$ cat config.mk
export PLATFORM = sky130hd
export DESIGN_NAME = core_special_state_registers
export DESIGN_NICKNAME = d
export VERILOG_FILES = /design/src/logic/core_special_state_pkg.sv /design/src/logic/core_special_state_registers.sv
export VERILOG_INCLUDE_DIRS = /design/src /design/src/logic
export SDC_FILE = /design/constraint.sdc
export NUM_CORES = 1
export LEC_CHECK = 0
export BUFFER_PORTS_ARGS = -buffer_cell sky130_fd_sc_hd__clkbuf_2
export CAP_MARGIN = 10
export CELL_PAD_IN_SITES_DETAIL_PLACEMENT = 0
export CELL_PAD_IN_SITES_GLOBAL_PLACEMENT = 1
export CORE_UTILIZATION = 28
export DETAILED_ROUTE_END_ITERATION = 10
export PLACE_DENSITY_LB_ADDON = 0.1
export SKIP_LAST_GASP = 1
export SLEW_MARGIN = 20
export SYNTH_ARGS = -nofsm -noshare
export SYNTH_HDL_FRONTEND = slang
export SYNTH_SLANG_ARGS = --single-unit
$ cat constraint.sdc
create_clock -name i_ref_clk -period 2.31 [get_ports i_ref_clk]
set_input_delay 0.462 -clock i_ref_clk [delete_from_list [all_inputs] [get_ports i_ref_clk]]
set_output_delay 0.462 -clock i_ref_clk [all_outputs]
set_load 0.02 [all_outputs]
$ cat src/logic/core_special_state_defines.svh
// Purpose: Bit positions, reset values and widths of the core special state registers
// Assumes: Included by the package and by the register-file module
// Notes: Definitions only
`ifndef CORE_SPECIAL_STATE_DEFINES_SVH
`define CORE_SPECIAL_STATE_DEFINES_SVH

`define CSS_DATA_W 32
`define CSS_SPLIT_W 8
`define CSS_IDX_W 4
`define CSS_PRI_W 8
`define CSS_EXEC_T_BIT 24
`define CSS_EXEC_HI_LSB 25
`define CSS_EXEC_LO_LSB 10
`define CSS_CTRL_FLOAT_CONTEXT_ACTIVE_BIT 2
`define CSS_CTRL_STACK_SELECT_BIT 1
`define CSS_CTRL_THREAD_UNPRIVILEGED_FLAG_BIT 0
`define CSS_MASK_BIT 0
`define CSS_RST_T_BIT 1'h1
`define CSS_RST_SPLIT 8'h00
`define CSS_RST_MASK 1'h0
`define CSS_RST_BASE_PRIORITY_REG 8'h00
`define CSS_RST_CTRL_BIT 1'h0
`define CSS_PRI_BITS_DEFAULT 4

`endif

$ cat src/logic/core_special_state_pkg.sv
// Purpose: Types shared by the core special state register file
// Assumes: Widths come from core_special_state_defines.svh
// Notes: Register selects match the special-register move encoding of the core
`include "core_special_state_defines.svh"

package core_special_state_pkg;

  typedef enum logic [2:0] {
    SEL_EXEC = 3'h0,
    SEL_PRIORITIZABLE_MASK = 3'h1,
    SEL_FAULT_MASK_A = 3'h2,
    SEL_BASE_PRIORITY_REG = 3'h3,
    SEL_CONTROL = 3'h4
  } reg_sel_e;

  // Special-register move and mask-change requests from the execute stage
  typedef struct packed {
    logic rd_en;
    logic wr_en;
    reg_sel_e sel;
    logic [`CSS_DATA_W-1:0] wdata;
  } sr_access_s;

  typedef struct packed {
    logic en;
    logic set_mask;
    logic prioritizable_mask;
    logic fault_mask_a;
  } mask_change_s;

  // Exception entry and return events
  typedef struct packed {
    logic entry;
    logic entry_vec0;
    logic ret;
    logic ret_from_nmi;
    logic ret_psp;
    logic ret_fp;
    logic ret_t;
    logic [`CSS_SPLIT_W-1:0] ret_split;
  } exc_evt_s;

  // Instruction-flow events that touch the execution state
  typedef struct packed {
    logic exec_valid;
    logic bx_en;
    logic bx_target0;
    logic it_start;
    logic [`CSS_SPLIT_W-1:0] it_value;
    logic it_advance;
    logic mt_suspend;
    logic [`CSS_IDX_W-1:0] mt_next_idx;
    logic mt_resume;
    logic fp_used;
  } flow_evt_s;

  // Question from the exception controller: may this exception activate?
  typedef struct packed {
    logic req;
    logic [`CSS_PRI_W-1:0] pri;
    logic nmi;
    logic configurable;
  } prio_query_s;

  typedef struct packed {
    logic t_bit;
    logic [`CSS_SPLIT_W-1:0] split;
    logic prioritizable_mask;
    logic fault_mask_a;
    logic [`CSS_PRI_W-1:0] base_priority_reg;
    logic float_context_active;
    logic stack_select;
    logic thread_unprivileged_flag;
    logic use_psp;
    logic [`CSS_DATA_W-1:0] rd_data;
    logic rd_valid;
    logic allowed;
    logic allowed_valid;
    logic exec_fault;
    logic resume_valid;
    logic [`CSS_IDX_W-1:0] resume_idx;
    logic rst_vec_pending;
    logic little_endian;
  } state_s;

endpackage : core_special_state_pkg

$ cat src/logic/core_special_state_registers.sv
// Purpose: Execution state, exception mask and control registers of the core
// Assumes: All inputs synchronous to i_ref_clk; one request of each group per cycle
// Notes: Reads answer one cycle after the request; events act on the next edge
`include "core_special_state_defines.svh"

module core_special_state_registers #(
  parameter int PRI_BITS = `CSS_PRI_BITS_DEFAULT
) (
  // Clock and reset
  input wire logic i_ref_clk,
  input wire logic i_rst,
  // Core mode and reset vector fetch
  input wire logic i_handler_mode,
  input wire logic i_rst_vec_valid,
  input wire logic i_rst_vec0,
  // Requests and events
  input wire core_special_state_pkg::sr_access_s i_access,
  input wire core_special_state_pkg::mask_change_s i_mask_change,
  input wire core_special_state_pkg::exc_evt_s i_exc,
  input wire core_special_state_pkg::flow_evt_s i_flow,
  input wire core_special_state_pkg::prio_query_s i_query,
  // Read answer
  output logic [`CSS_DATA_W-1:0] o_rd_data,
  output logic o_rd_valid,
  // Register state
  output logic [`CSS_DATA_W-1:0] o_exec_state,
  output logic o_prioritizable_mask,
  output logic o_fault_mask_a,
  output logic [`CSS_PRI_W-1:0] o_base_priority_threshold,
  output logic o_float_context_active,
  output logic o_stack_select,
  output logic o_thread_unprivileged_flag,
  // Derived controls
  output logic o_use_process_stack,
  output logic o_exc_allowed,
  output logic o_exc_allowed_valid,
  output logic o_exec_fault,
  output logic o_resume_valid,
  output logic [`CSS_IDX_W-1:0] o_resume_idx,
  output logic o_little_endian
);

  ////////////////////////////////////////////////////////////////////////////////
  // Functions

  function automatic logic [`CSS_DATA_W-1:0] exec_word(
    input logic t_bit,
    input logic [`CSS_SPLIT_W-1:0] split
  );
    logic [`CSS_DATA_W-1:0] w;
    w = '0;
    w[`CSS_EXEC_T_BIT] = t_bit;
    w[`CSS_EXEC_HI_LSB +: 2] = split[1:0];
    w[`CSS_EXEC_LO_LSB +: 6] = split[7:2];
    return w;
  endfunction : exec_word

  function automatic logic [`CSS_PRI_W-1:0] pri_keep(input logic [`CSS_PRI_W-1:0] v);
    logic [`CSS_PRI_W-1:0] m;
    m = 8'hff << (`CSS_PRI_W - PRI_BITS);
    return v & m;
  endfunction : pri_keep

  ////////////////////////////////////////////////////////////////////////////////
  // State

  core_special_state_pkg::state_s s_q;
  core_special_state_pkg::state_s s_d;
  logic unpriv;
  logic resumable;
  logic blocked;
  logic [`CSS_PRI_W-1:0] qpri;

  always_comb begin
    s_d = s_q;
    // Unprivileged thread code cannot touch the privileged registers
    unpriv = !i_handler_mode && s_q.thread_unprivileged_flag;
    // A split value with an empty mask nibble and a nonzero upper nibble is multi-transfer state
    resumable = (s_q.split[3:0] == 4'h0) && (s_q.split[7:4] != 4'h0);
    qpri = pri_keep(i_query.pri);
    s_d.rd_valid = i_access.rd_en;
    s_d.rd_data = '0;
    s_d.exec_fault = 1'b0;
    s_d.resume_valid = 1'b0;
    s_d.little_endian = 1'b1;

    // Reads
    if (i_access.rd_en) begin
      unique case (i_access.sel)
        core_special_state_pkg::SEL_EXEC: begin
          s_d.rd_data = '0;
        end
        core_special_state_pkg::SEL_PRIORITIZABLE_MASK: begin
          s_d.rd_data[`CSS_MASK_BIT] = s_q.prioritizable_mask && !unpriv;
        end
        core_special_state_pkg::SEL_FAULT_MASK_A: begin
          s_d.rd_data[`CSS_MASK_BIT] = s_q.fault_mask_a && !unpriv;
        end
        core_special_state_pkg::SEL_BASE_PRIORITY_REG: begin
          s_d.rd_data[`CSS_PRI_W-1:0] = unpriv ? 8'h00 : s_q.base_priority_reg;
        end
        core_special_state_pkg::SEL_CONTROL: begin
          s_d.rd_data[`CSS_CTRL_FLOAT_CONTEXT_ACTIVE_BIT] = s_q.float_context_active;
          s_d.rd_data[`CSS_CTRL_STACK_SELECT_BIT] = s_q.stack_select && !i_handler_mode;
          s_d.rd_data[`CSS_CTRL_THREAD_UNPRIVILEGED_FLAG_BIT] = s_q.thread_unprivileged_flag;
        end
        default: begin
          s_d.rd_data = '0;
        end
      endcase
    end

    // Software writes; the execution state has no write path at all
    if (i_access.wr_en && !unpriv) begin
      unique case (i_access.sel)
        core_special_state_pkg::SEL_PRIORITIZABLE_MASK: begin
          s_d.prioritizable_mask = i_access.wdata[`CSS_MASK_BIT];
        end
        core_special_state_pkg::SEL_FAULT_MASK_A: begin
          s_d.fault_mask_a = i_access.wdata[`CSS_MASK_BIT];
        end
        core_special_state_pkg::SEL_BASE_PRIORITY_REG: begin
          s_d.base_priority_reg = pri_keep(i_access.wdata[`CSS_PRI_W-1:0]);
        end
        core_special_state_pkg::SEL_CONTROL: begin
          s_d.thread_unprivileged_flag = i_access.wdata[`CSS_CTRL_THREAD_UNPRIVILEGED_FLAG_BIT];
          s_d.float_context_active = i_access.wdata[`CSS_CTRL_FLOAT_CONTEXT_ACTIVE_BIT];
          if (!i_handler_mode) begin
            s_d.stack_select = i_access.wdata[`CSS_CTRL_STACK_SELECT_BIT];
          end
        end
        default: begin
          s_d.base_priority_reg = s_q.base_priority_reg;
        end
      endcase
    end
    if (i_mask_change.en && !unpriv) begin
      if (i_mask_change.prioritizable_mask) begin
        s_d.prioritizable_mask = i_mask_change.set_mask;
      end
      if (i_mask_change.fault_mask_a) begin
        s_d.fault_mask_a = i_mask_change.set_mask;
      end
    end

    // Instruction flow
    if (i_flow.fp_used) begin
      s_d.float_context_active = 1'b1;
    end
    if (i_flow.bx_en) begin
      s_d.t_bit = i_flow.bx_target0;
    end
    if (i_flow.it_start && (i_flow.it_value[3:0] != 4'h0)) begin
      s_d.split = i_flow.it_value;
    end else if (i_flow.it_advance && !resumable) begin
      // The mask shifts out one slot per instruction, four at most
      s_d.split = (s_q.split[2:0] == 3'h0) ? 8'h00 : {s_q.split[7:5], s_q.split[3:0], 1'b0};
    end
    if (i_flow.mt_suspend) begin
      s_d.split = {i_flow.mt_next_idx, 4'h0};
    end
    if (i_flow.mt_resume && resumable) begin
      s_d.resume_valid = 1'b1;
      s_d.resume_idx = s_q.split[7:4];
      s_d.split = `CSS_RST_SPLIT;
    end
    if (i_flow.exec_valid && !s_q.t_bit) begin
      s_d.exec_fault = 1'b1;
    end

    // Exception entry and return override software in the same cycle
    if (i_exc.entry) begin
      s_d.t_bit = i_exc.entry_vec0;
      s_d.split = `CSS_RST_SPLIT;
      s_d.float_context_active = 1'b0;
    end
    if (i_exc.ret) begin
      s_d.t_bit = i_exc.ret_t;
      s_d.split = i_exc.ret_split;
      s_d.stack_select = i_exc.ret_psp;
      s_d.float_context_active = i_exc.ret_fp;
      if (!i_exc.ret_from_nmi) begin
        s_d.fault_mask_a = 1'b0;
      end
    end
    if (s_q.rst_vec_pending && i_rst_vec_valid) begin
      s_d.t_bit = i_rst_vec0;
      s_d.rst_vec_pending = 1'b0;
    end

    // Handler mode always runs on the main stack
    s_d.use_psp = s_d.stack_select && !i_handler_mode;

    // Activation check
    blocked = 1'b0;
    if (!i_query.nmi) begin
      if (s_q.fault_mask_a) begin
        blocked = 1'b1;
      end
      if (i_query.configurable && s_q.prioritizable_mask) begin
        blocked = 1'b1;
      end
      if (i_query.configurable && (s_q.base_priority_reg != 8'h00) && (qpri >= s_q.base_priority_reg)) begin
        blocked = 1'b1;
      end
    end
    s_d.allowed_valid = i_query.req;
    s_d.allowed = i_query.req && !blocked;
  end

  always_ff @(posedge i_ref_clk or posedge i_rst) begin
    if (i_rst) begin
      s_q <= '0;
      s_q.t_bit <= `CSS_RST_T_BIT;
      s_q.split <= `CSS_RST_SPLIT;
      s_q.prioritizable_mask <= `CSS_RST_MASK;
      s_q.fault_mask_a <= `CSS_RST_MASK;
      s_q.base_priority_reg <= `CSS_RST_BASE_PRIORITY_REG;
      s_q.stack_select <= `CSS_RST_CTRL_BIT;
      s_q.thread_unprivileged_flag <= `CSS_RST_CTRL_BIT;
      s_q.float_context_active <= `CSS_RST_CTRL_BIT;
      s_q.rst_vec_pending <= 1'b1;
      s_q.little_endian <= 1'b1;
    end else begin
      s_q <= s_d;
    end
  end

  ////////////////////////////////////////////////////////////////////////////////
  // Outputs

  assign o_rd_data = s_q.rd_data;
  assign o_rd_valid = s_q.rd_valid;
  assign o_exec_state = exec_word(s_q.t_bit, s_q.split);
  assign o_prioritizable_mask = s_q.prioritizable_mask;
  assign o_fault_mask_a = s_q.fault_mask_a;
  assign o_base_priority_threshold = s_q.base_priority_reg;
  assign o_float_context_active = s_q.float_context_active;
  assign o_stack_select = s_q.stack_select;
  assign o_thread_unprivileged_flag = s_q.thread_unprivileged_flag;
  assign o_use_process_stack = s_q.use_psp;
  assign o_exc_allowed = s_q.allowed;
  assign o_exc_allowed_valid = s_q.allowed_valid;
  assign o_exec_fault = s_q.exec_fault;
  assign o_resume_valid = s_q.resume_valid;
  assign o_resume_idx = s_q.resume_idx;
  assign o_little_endian = s_q.little_endian;
endmodule : core_special_state_registers

==> metrics.yaml, run 1 <==
clk_pin_slew_worst_paths_ps: 80
vias: 1928
dp_hpwl_um: 4700
cts.sinks: 36
postCtsSetupRepairBufs: 0
ys_ff_latch: 36
core_area_mm2: 0.00838
min_path_type: "in -> async"
place_area_mm2: 0.00272
drv_cap: 0
synth_area_per_cell_um2: 9.47
setup_violations: 0
grt_pass1_vias: 1638
cp-endpoint: "o_exec_state[13]"
io_buffers: 97
reg2reg_depth: 6
syn_area_mm2: 0.00247
hold_viol: 0
ant_nets: 0
async_flop_share: 1.00
floorplan.initialDensity: 0.295
drc: 0
cts_root_buffer: "clkbuf_8"
cp.required_ps: 2540
setup.worst_path.end_class: "register"
period_share: 0.872
crit_fanout: 13
timing.fmax_ghz: 0.496
die_x_um: 96.0
final_cells: 447
fp-row-count: 33
ys_types: 51
dp_cells: 439
p_sw_frac: 0.346
insertion_delay_ps: 280
grt.total_usage: 0.123
gp_congestion: 0.715
layout_common_cells: "clkbuf_2 (97), conb_1 (53), dfrtp_1 (34)"
switching_power_uw: 641
dp_slack_ps: 246
relSlewSlack: 0.559
wl_per_cell_um: 13.1
vias_per_cell: 4.31
post_cts_resized: 0
yosysSeqAreaShare: 0.365
nets: 437
grt_pass1_wl_um: 8430
setup_ws_ps: 295
rsz0062_at_grt: "false"
wl_um: 5850
numCtsBuffers: 5
first_iter_violations: 39
num_antenna_cells: 0
synth_edf_count: 0
die_h_um: 96.0
areaGrowthSynthToFinish_pct: 14.7
power_uw: 1850
regToRegStartpoint: "o_exec_state[13]"
worstMarginPinSlew_ps: 644
clock_skew_ps: 4.60
cts_tree: "yes"
fin_crit_ps: 2010
combPwrFrac: 0.287
path_class: "reg -> reg"
power.internal_uw: 1210
reg2reg_to: "o_exec_state[13]"
ys_warn_count: 0
slew_viol_final: 0
fin_area_mm2: 0.00284
grt_max_degree: 22
ctsHoldBuffers: 0
critPathLaunchType: "register"
h-tree-depth: 2
drive_above_1_share: 0.365
layout_commonest_cell: "clkbuf_2"
synthCells: 261
tns_ps: 0
status: "complete, no violations"
reg2reg_slack_ps: 300
antenna_found_initial: 0
critPathLaunch: "o_exec_state[13]"
die_area_mm2: 0.00921
peakVddDrop_mv: 0.214
ioPinCount: 180
power_density_mw_per_mm2: 653
overflow: 0
pwr-share-clk: 0.299
dr.pass1.iters: 4
cts_buffer_depth: 2
synth_ff_type: "dfrtp_1"
leakage_uw: 0.00155
pwr-share-seq: 0.414
cp.arrival_ps: 2240
==> layer usage <==
| layer | share of wire | up-vias | GRT usage |
|---|---|---|---|
| met1 | 0.47 | 885 | 0.169 |
| met3 | 0.051 | 7 | 0.0197 |
| li1 | - | 941 | - |
| met4 | 0.012 | 0 | 0.0410 |
| met2 | 0.47 | 95 | 0.196 |
| met5 | 0 | - | 0 |
==> registers in the layout, indices dropped and copies added, names as in the netlist, 4 cells and up <==
name	count
o_exec_state	9
o_rd_data	7
o_base_priority_threshold	4
o_resume_idx	4
==> cells by family after synthesis <==
kind of cell | count (synthesis) | synth area share
flip-flops | 36 | 0.365
AO/OA/AOI/OAI | 42 | 0.128
other | 2 | 0.00304
adder cells (fa/ha/maj) | 4 | 0.0202
multiplexers | 14 | 0.0607
AND/OR/NAND/NOR | 70 | 0.160
buffers and inverters | 93 | 0.263
==> synth_stat cells (3+ instances only) <==
library cell | instances | share of area
buf_4 | 77 | 0.23
dfrtp_1 | 34 | 0.34
nand2_1 | 24 | 0.036
inv_1 | 11 | 0.017
nand3_1 | 9 | 0.018
o31ai_1 | 7 | 0.021
mux2i_1 | 6 | 0.024
nor2_1 | 6 | 0.0091
mux2_2 | 5 | 0.023
o21ai_0 | 5 | 0.010
a21oi_1 | 4 | 0.0081
and2_1 | 4 | 0.010
and3_1 | 4 | 0.010
ha_1 | 4 | 0.020
a2111oi_0 | 3 | 0.011
a21o_1 | 3 | 0.0091
a221o_1 | 3 | 0.012
a22oi_1 | 3 | 0.0091
a31oi_1 | 3 | 0.0076
mux2_1 | 3 | 0.014
nand4_1 | 3 | 0.0076
nor2b_1 | 3 | 0.0076
==> critical path, cell delays in order (launching register included) <==
cell	delay [ps]
dfrtp_1	450
or4_4	570
nand3_4	110
inv_4	80
a2111oi_0	440
buf_4	210
a221o_1	90
==> per-stage QoR <==
stage / util / hold WS [ps]
CTS: 0.338 / 178
detailed placement: 0.325 / 466
global placement: 0.325 / 460
finish: 0.338 / 175
global route: 0.338 / 202
floorplan: - / 447
==> power groups by stage <==
| stage | clock (uW) | combinational [uW] | sequential, uW |
|---|---|---|---|
| after CTS | 583 | 536 | 770 |
| final | 553 | 531 | 767 |
| after global placement | 0 | 534 | 780 |
| after global routing | 613 | 583 | 781 |
| after floorplan | 0 | 467 | 787 |
| after detailed placement | 0 | 535 | 783 |
==> worst min-delay path by stage <==
stage                       end       startpoint  cells after the start  slack, ps
2_1_floorplan   o_resume_idx[0]  o_resume_idx[0]                      2        450
3_3_place_gp    o_resume_idx[1]  o_resume_idx[1]                      2        460
3_5_place_dp    o_resume_idx[0]  o_resume_idx[0]                      2        470
4_1_cts         o_resume_idx[2]            i_rst                      3        180
5_1_grt         o_resume_idx[2]            i_rst                      3        200
6_report       o_exec_state[13]            i_rst                      3        180
==> final cells by class <==
cell class	instances	area, um2
fillers	948	5550
inverters	12	47.5
repair buffers	103	531
well taps	105	131
flip-flops and latches	36	903
clock inverters	3	42.5
clock buffers	5	68.8
multi-input cells	183	1110
Note: power is estimated with default switching activity, not from simulation.
==> run 2: changes to the inputs <==
==> constraint.sdc (replaced) <==
create_clock -name i_ref_clk -period 1.9 [get_ports i_ref_clk]
set_input_delay 0.38 -clock i_ref_clk [delete_from_list [all_inputs] [get_ports i_ref_clk]]
set_output_delay 0.38 -clock i_ref_clk [all_outputs]
set_load 0.02 [all_outputs]
==> run 2 against run 1 <==
Sequential cell count unchanged. Sequential share of layout area decreased by 1.4 points. Hold slack improved by 11 ps. Worst setup slack got worse by 190 ps. Die area unchanged. Wire length increased by 0.14%. Clock power increased by 22%. Clock-buffer cell count unchanged. Utilization increased by 1.6 points. Clock skew increased by 1.8 ps. Combinational power increased by 29%.
==> metrics.yaml, run 2 (same netlist as run 1, synthesis figures left out) <==
postCtsSetupRepairBufs: 0  # unchanged
leakage_uw: 0.00163  # +5.5%
critPathLaunchType: "register"
core_area_mm2: 0.00838  # unchanged
drive_above_1_share: 0.396  # +0.0300
cts_buffer_depth: 2  # unchanged
dr.pass1.iters: 5  # +1
cts.sinks: 36  # unchanged
setup_violations: 0  # unchanged
cp.required_ps: 2060  # -480 ps
cp_slowest_cell: "or3_1"
drc: 0  # unchanged
die_area_mm2: 0.00921  # unchanged
die_h_um: 96.0  # unchanged
grt_pass1_vias: 1741  # +6.3%
hold_viol: 0  # unchanged
num_antenna_cells: 0  # unchanged
status: "complete, no violations"
h-tree-depth: 2  # unchanged
fin_crit_ps: 1800  # -218 ps
cp.arrival_ps: 1960  # -280 ps
drv_cap: 0  # unchanged
fin_area_mm2: 0.00297  # +4.6%
numCtsBuffers: 5  # unchanged
cts_root_buffer: "clkbuf_8"
fillers: 914  # -3.6%
overflow: 0  # unchanged
clock_skew_ps: 6.38  # +1.79 ps
ant_nets: 0  # unchanged
path_class: "reg -> reg"
tns_ps: 0  # unchanged
insertion_delay_ps: 280  # about the same
place_area_mm2: 0.00285  # +4.7%
floorplan.initialDensity: 0.295  # unchanged
fp-row-count: 33  # unchanged
io_buffers: 97  # unchanged
period_share: 0.946  # +0.0736
power_uw: 2280  # +23%
setup.worst_path.end_class: "register"
crit_fanout: 4  # -9
holdWs_ps: 186  # +10.6 ps
dp_hpwl_um: 4850  # +3.1%
cts_tree: "yes"
layout_commonest_cell: "clkbuf_2"
dp_slack_ps: 73.0  # -173 ps
nets: 454  # +3.9%
gp_congestion: 0.717  # +0.32%
antenna_found_initial: 0  # unchanged
areaGrowthSynthToFinish_pct: 20.0
rsz0062_at_grt: "false"
peakVddDrop_mv: 0.370  # +73%
wl_per_cell_um: 12.6  # -3.5%
die_x_um: 96.0  # unchanged
setup_ws_ps: 103  # -192 ps
vias: 2001  # +3.8%
min_path_type: "in -> async"
largest_reg_flops: 9  # unchanged
ioPinCount: 180  # unchanged
grt_max_degree: 37  # +68%
path_cells: "or3_1 -> o31ai_2 -> nand3_1 -> mux2_1"
power_density_mw_per_mm2: 770  # +18%
grt_pass1_wl_um: 8640  # +2.5%
slew_viol_final: 0  # unchanged
cpPeakStageDelay_ps: 440  # -130 ps
vias_per_cell: 4.31  # about the same
timing.fmax_ghz: 0.557  # +12%
grt.total_usage: 0.124  # +0.00121
first_iter_violations: 45  # +15%
layout_common_cells: "clkbuf_2 (97), conb_1 (53), dfrtp_1 (34)"
wl_um: 5860  # +0.14%
clk_pin_slew_worst_paths_ps: 70  # about the same
run 2: changes by cell type in the layout (fill, tap and decap cells not counted), sizes merged:
cell / delta
buf: +17
run 2: through the flow:
step | utilization | cells
floorplan | - | 312
global placement | 0.340 | 456
detailed placement | 0.340 | 456
CTS | 0.353 | 464
global route | 0.354 | 464
finish | 0.354 | 464
run 2: worst max-delay path: cells and delay by family, from the launching register on:
family	cells	cell delay, ps
compound gates	1	230
flops	1	410
mux	1	370
simple gates	2	680
run 2: power by group:
part	switching [uW]	leakage, uW	internal (uW)
Sequential	70.9	0.000453	854
Combinational	428	0.00113	259
Clock	284	0.0000541	388
Total	783	0.00163	1500
run 2: routing by layer:
metal | wire length [um] | part of all wire | up-vias | global-route usage
met3 | 362 | 0.062 | 2 | 0.0213
li1 | - | - | 978 | -
met5 | 0 | 0 | - | 0
met4 | 40 | 0.0068 | 0 | 0.0336
met1 | 2650 | 0.45 | 933 | 0.170
met2 | 2800 | 0.48 | 88 | 0.201
run 2: final cells by class:
cell class / count / area, um2 / area share
clock inverter: 3 / 42.5 / 0.0143
multi-input combinational: 183 / 1110 / 0.376
sequential: 36 / 903 / 0.305
timing repair buffer: 120 / 658 / 0.222
clock buffer: 5 / 68.8 / 0.0232
inverter: 12 / 47.5 / 0.0160
tap: 105 / 131 / 0.0443
run 2: repair_timing:
action | CTS | global route
hold buffers | 0 | 0
endpoints found under the setup margin | 0 | 3
gates resized for setup | 0 | 3
run 2: worst paths after layout:
| kind | start | end | slack [ps] | depth (start not counted) |
|---|---|---|---|---|
| max | o_exec_state[25] | o_exec_state[25] | 100 | 4 |
| min | i_rst | o_resume_idx[2] | 190 | 3 |
| max reg2reg | o_exec_state[25] | o_exec_state[25] | 100 | 4 |
| min reg2reg | o_resume_idx[0] | o_resume_idx[0] | 470 | 2 |
| max in group asynchronous | i_rst | s_q[1] | 1350 | 3 |
| min in group i_ref_clk | i_query[10] | o_exc_allowed_valid | 210 | 1 |
==> run 3: changes to the inputs <==
==> constraint.sdc (replaced) <==
create_clock -name i_ref_clk -period 1.9 [get_ports i_ref_clk]
set_input_delay 0.19 -clock i_ref_clk [delete_from_list [all_inputs] [get_ports i_ref_clk]]
set_output_delay 0.19 -clock i_ref_clk [all_outputs]
set_load 0.02 [all_outputs]
==> run 3 against run 2 <==
The flow now finishes with violations (negative hold slack). Critical path depth rose by 2. Clock power barely moved. Power fell by 0.34%. Register-to-register slack barely moved. Critical endpoint is now o_exec_state[14]. Die area did not move. Largest cell class unchanged. Clock skew fell by 3.9 ps. Utilization fell by 0.51 points.
==> metrics.yaml, run 3 (same netlist as run 1, synthesis figures left out) <==
fp-row-count: 33  # unchanged
layout_commonest_cell: "clkbuf_2"
setup_violations: 0  # unchanged
cts_root_buffer: "clkbuf_8"
final_cells: 458  # -1.3%
rsz0062_at_grt: "false"
ioPinCount: 180  # unchanged
antenna_found_initial: 0  # unchanged
grt_pass1_vias: 1720  # -1.2%
slew_viol_final: 0  # unchanged
gp_congestion: 0.708  # -1.2%
hold_viol: 25  # +25
vias: 1927  # -3.7%
ctsHoldBuffers: 0  # unchanged
wl_per_cell_um: 12.8  # +1.6%
cts_tree: "yes"
drc: 0  # unchanged
drive_above_1_share: 0.388  # -0.00744
die_area_mm2: 0.00921  # unchanged
setup.worst_path.end_class: "register"
fin_crit_ps: 1800  # +1.84 ps
num_antenna_cells: 0  # unchanged
timing.fmax_ghz: 0.556  # -0.10%
areaGrowthSynthToFinish_pct: 18.3
h-tree-depth: 2  # unchanged
fillers: 911  # -0.33%
nets: 448  # -1.3%
dr.pass1.iters: 4  # -1
peakVddDrop_mv: 0.377  # +1.8%
postCtsSetupRepairBufs: 0  # unchanged
wl_um: 5870  # +0.24%
overflow: 0  # unchanged
min_path_type: "in -> async"
grt.total_usage: 0.126  # +0.00215
holdWs_ps: -9.24  # -195 ps
drv_cap: 0  # unchanged
layout_common_cells: "clkbuf_2 (97), conb_1 (53), dfrtp_1 (34)"
clk_pin_slew_worst_paths_ps: 80  # about the same
largest_reg_flops: 9  # unchanged
cts.sinks: 36  # unchanged
grt_pass1_wl_um: 8820  # +2.1%
power_density_mw_per_mm2: 779  # +1.1%
cp.arrival_ps: 1960  # about the same
insertion_delay_ps: 280  # about the same
critPathLaunchType: "register"
cts_buffer_depth: 2  # unchanged
tns_ps: 0  # unchanged
die_x_um: 96.0  # unchanged
dp_hpwl_um: 4830  # -0.32%
path_class: "reg -> reg"
core_area_mm2: 0.00838  # unchanged
io_buffers: 97  # unchanged
die_h_um: 96.0  # unchanged
clock_skew_ps: 2.51  # -3.87 ps
floorplan.initialDensity: 0.295  # unchanged
cp.required_ps: 2070  # about the same
leakage_uw: 0.00161  # -1.7%
dp_cells: 450  # -1.3%
numCtsBuffers: 5  # unchanged
status: "finished, violations left"
crit_fanout: 7  # +3
first_iter_violations: 38  # -16%
period_share: 0.947  # +0.000967
grt_max_degree: 37  # unchanged
ant_nets: 0  # unchanged
vias_per_cell: 4.21  # -2.4%
power_uw: 2280  # -0.34%
violations: "negative hold slack"
-- run 3: cell types whose count changed in the layout (fill, tap and decap cells not counted) --
cell	previous run	this run
a2111oi_0	0	2
a2111oi_1	3	1
buf_4	23	17
nand3_1	9	8
nand3_2	0	1
-- run 3: what timing repair did --
item | in CTS | in global routing
endpoints found under the hold margin | 0 | 0
gates resized for setup | 0 | 2
endpoints found under the setup margin | 0 | 4
-- run 3: per-layer routing --
metal	share of wire	track usage	vias to the layer above
li1	-	-	964
met1	0.45	0.168	881
met2	0.49	0.210	78
met3	0.054	0.0221	4
met4	0.0082	0.0373	0
met5	0	0	-
-- run 3: layout make-up --
| type | count | area, um2 | area share |
|---|---|---|---|
| timing repair buffer | 114 | 613 | 0.210 |
| clock buffer | 5 | 68.8 | 0.0235 |
| inverter | 12 | 47.5 | 0.0163 |
| tap | 105 | 131 | 0.0449 |
| sequential | 36 | 903 | 0.309 |
| multi-input combinational | 183 | 1120 | 0.382 |
| clock inverter | 3 | 42.5 | 0.0145 |
-- run 3: where the power goes --
group | total (uW) | switching [uW] | leakage, uW | internal, uW
logic | 675 | 425 | 0.00110 | 250
registers | 927 | 72.3 | 0.000453 | 854
clock network | 675 | 287 | 0.0000541 | 388
total | 2280 | 784 | 0.00161 | 1490
-- run 3: final timing paths --
| kind | from | endpoint | slack (ps) | depth (start not counted) |
|---|---|---|---|---|
| worst max-delay path | o_exec_state[26] | o_exec_state[14] | 100 | 6 |
| worst min-delay path | i_rst | o_exec_state[15] | -9 | 3 |
| worst max register to register | o_exec_state[26] | o_exec_state[14] | 100 | 6 |
| worst min register to register | o_resume_idx[1] | o_resume_idx[1] | 480 | 2 |
| max in group asynchronous | i_rst | o_exec_state[24] | 1560 | 3 |
| min in group i_ref_clk | i_rst_vec_valid | s_q[1] | 30 | 2 |
-- run 3: worst max-delay path, stage by stage (launching register included) --
cell	delay, ps
dfrtp_1	410
buf_4	150
nor4b_2	350
nand3_4	130
buf_4	180
o311a_1	140
a221o_1	310
-- run 3: metrics by stage --
| stage | setup slack [ps] | cell area (um2) | util |
|---|---|---|---|
| 5_1_grt | 2.73 | 2920 | 0.349 |
| 6_report | 101 | 2920 | 0.349 |
| 3_5_place_dp | 79.9 | 2810 | 0.335 |
| 4_1_cts | 64.2 | 2920 | 0.348 |
| 2_1_floorplan | 190 | 2660 | - |
| 3_3_place_gp | 99.1 | 2810 | 0.335 |
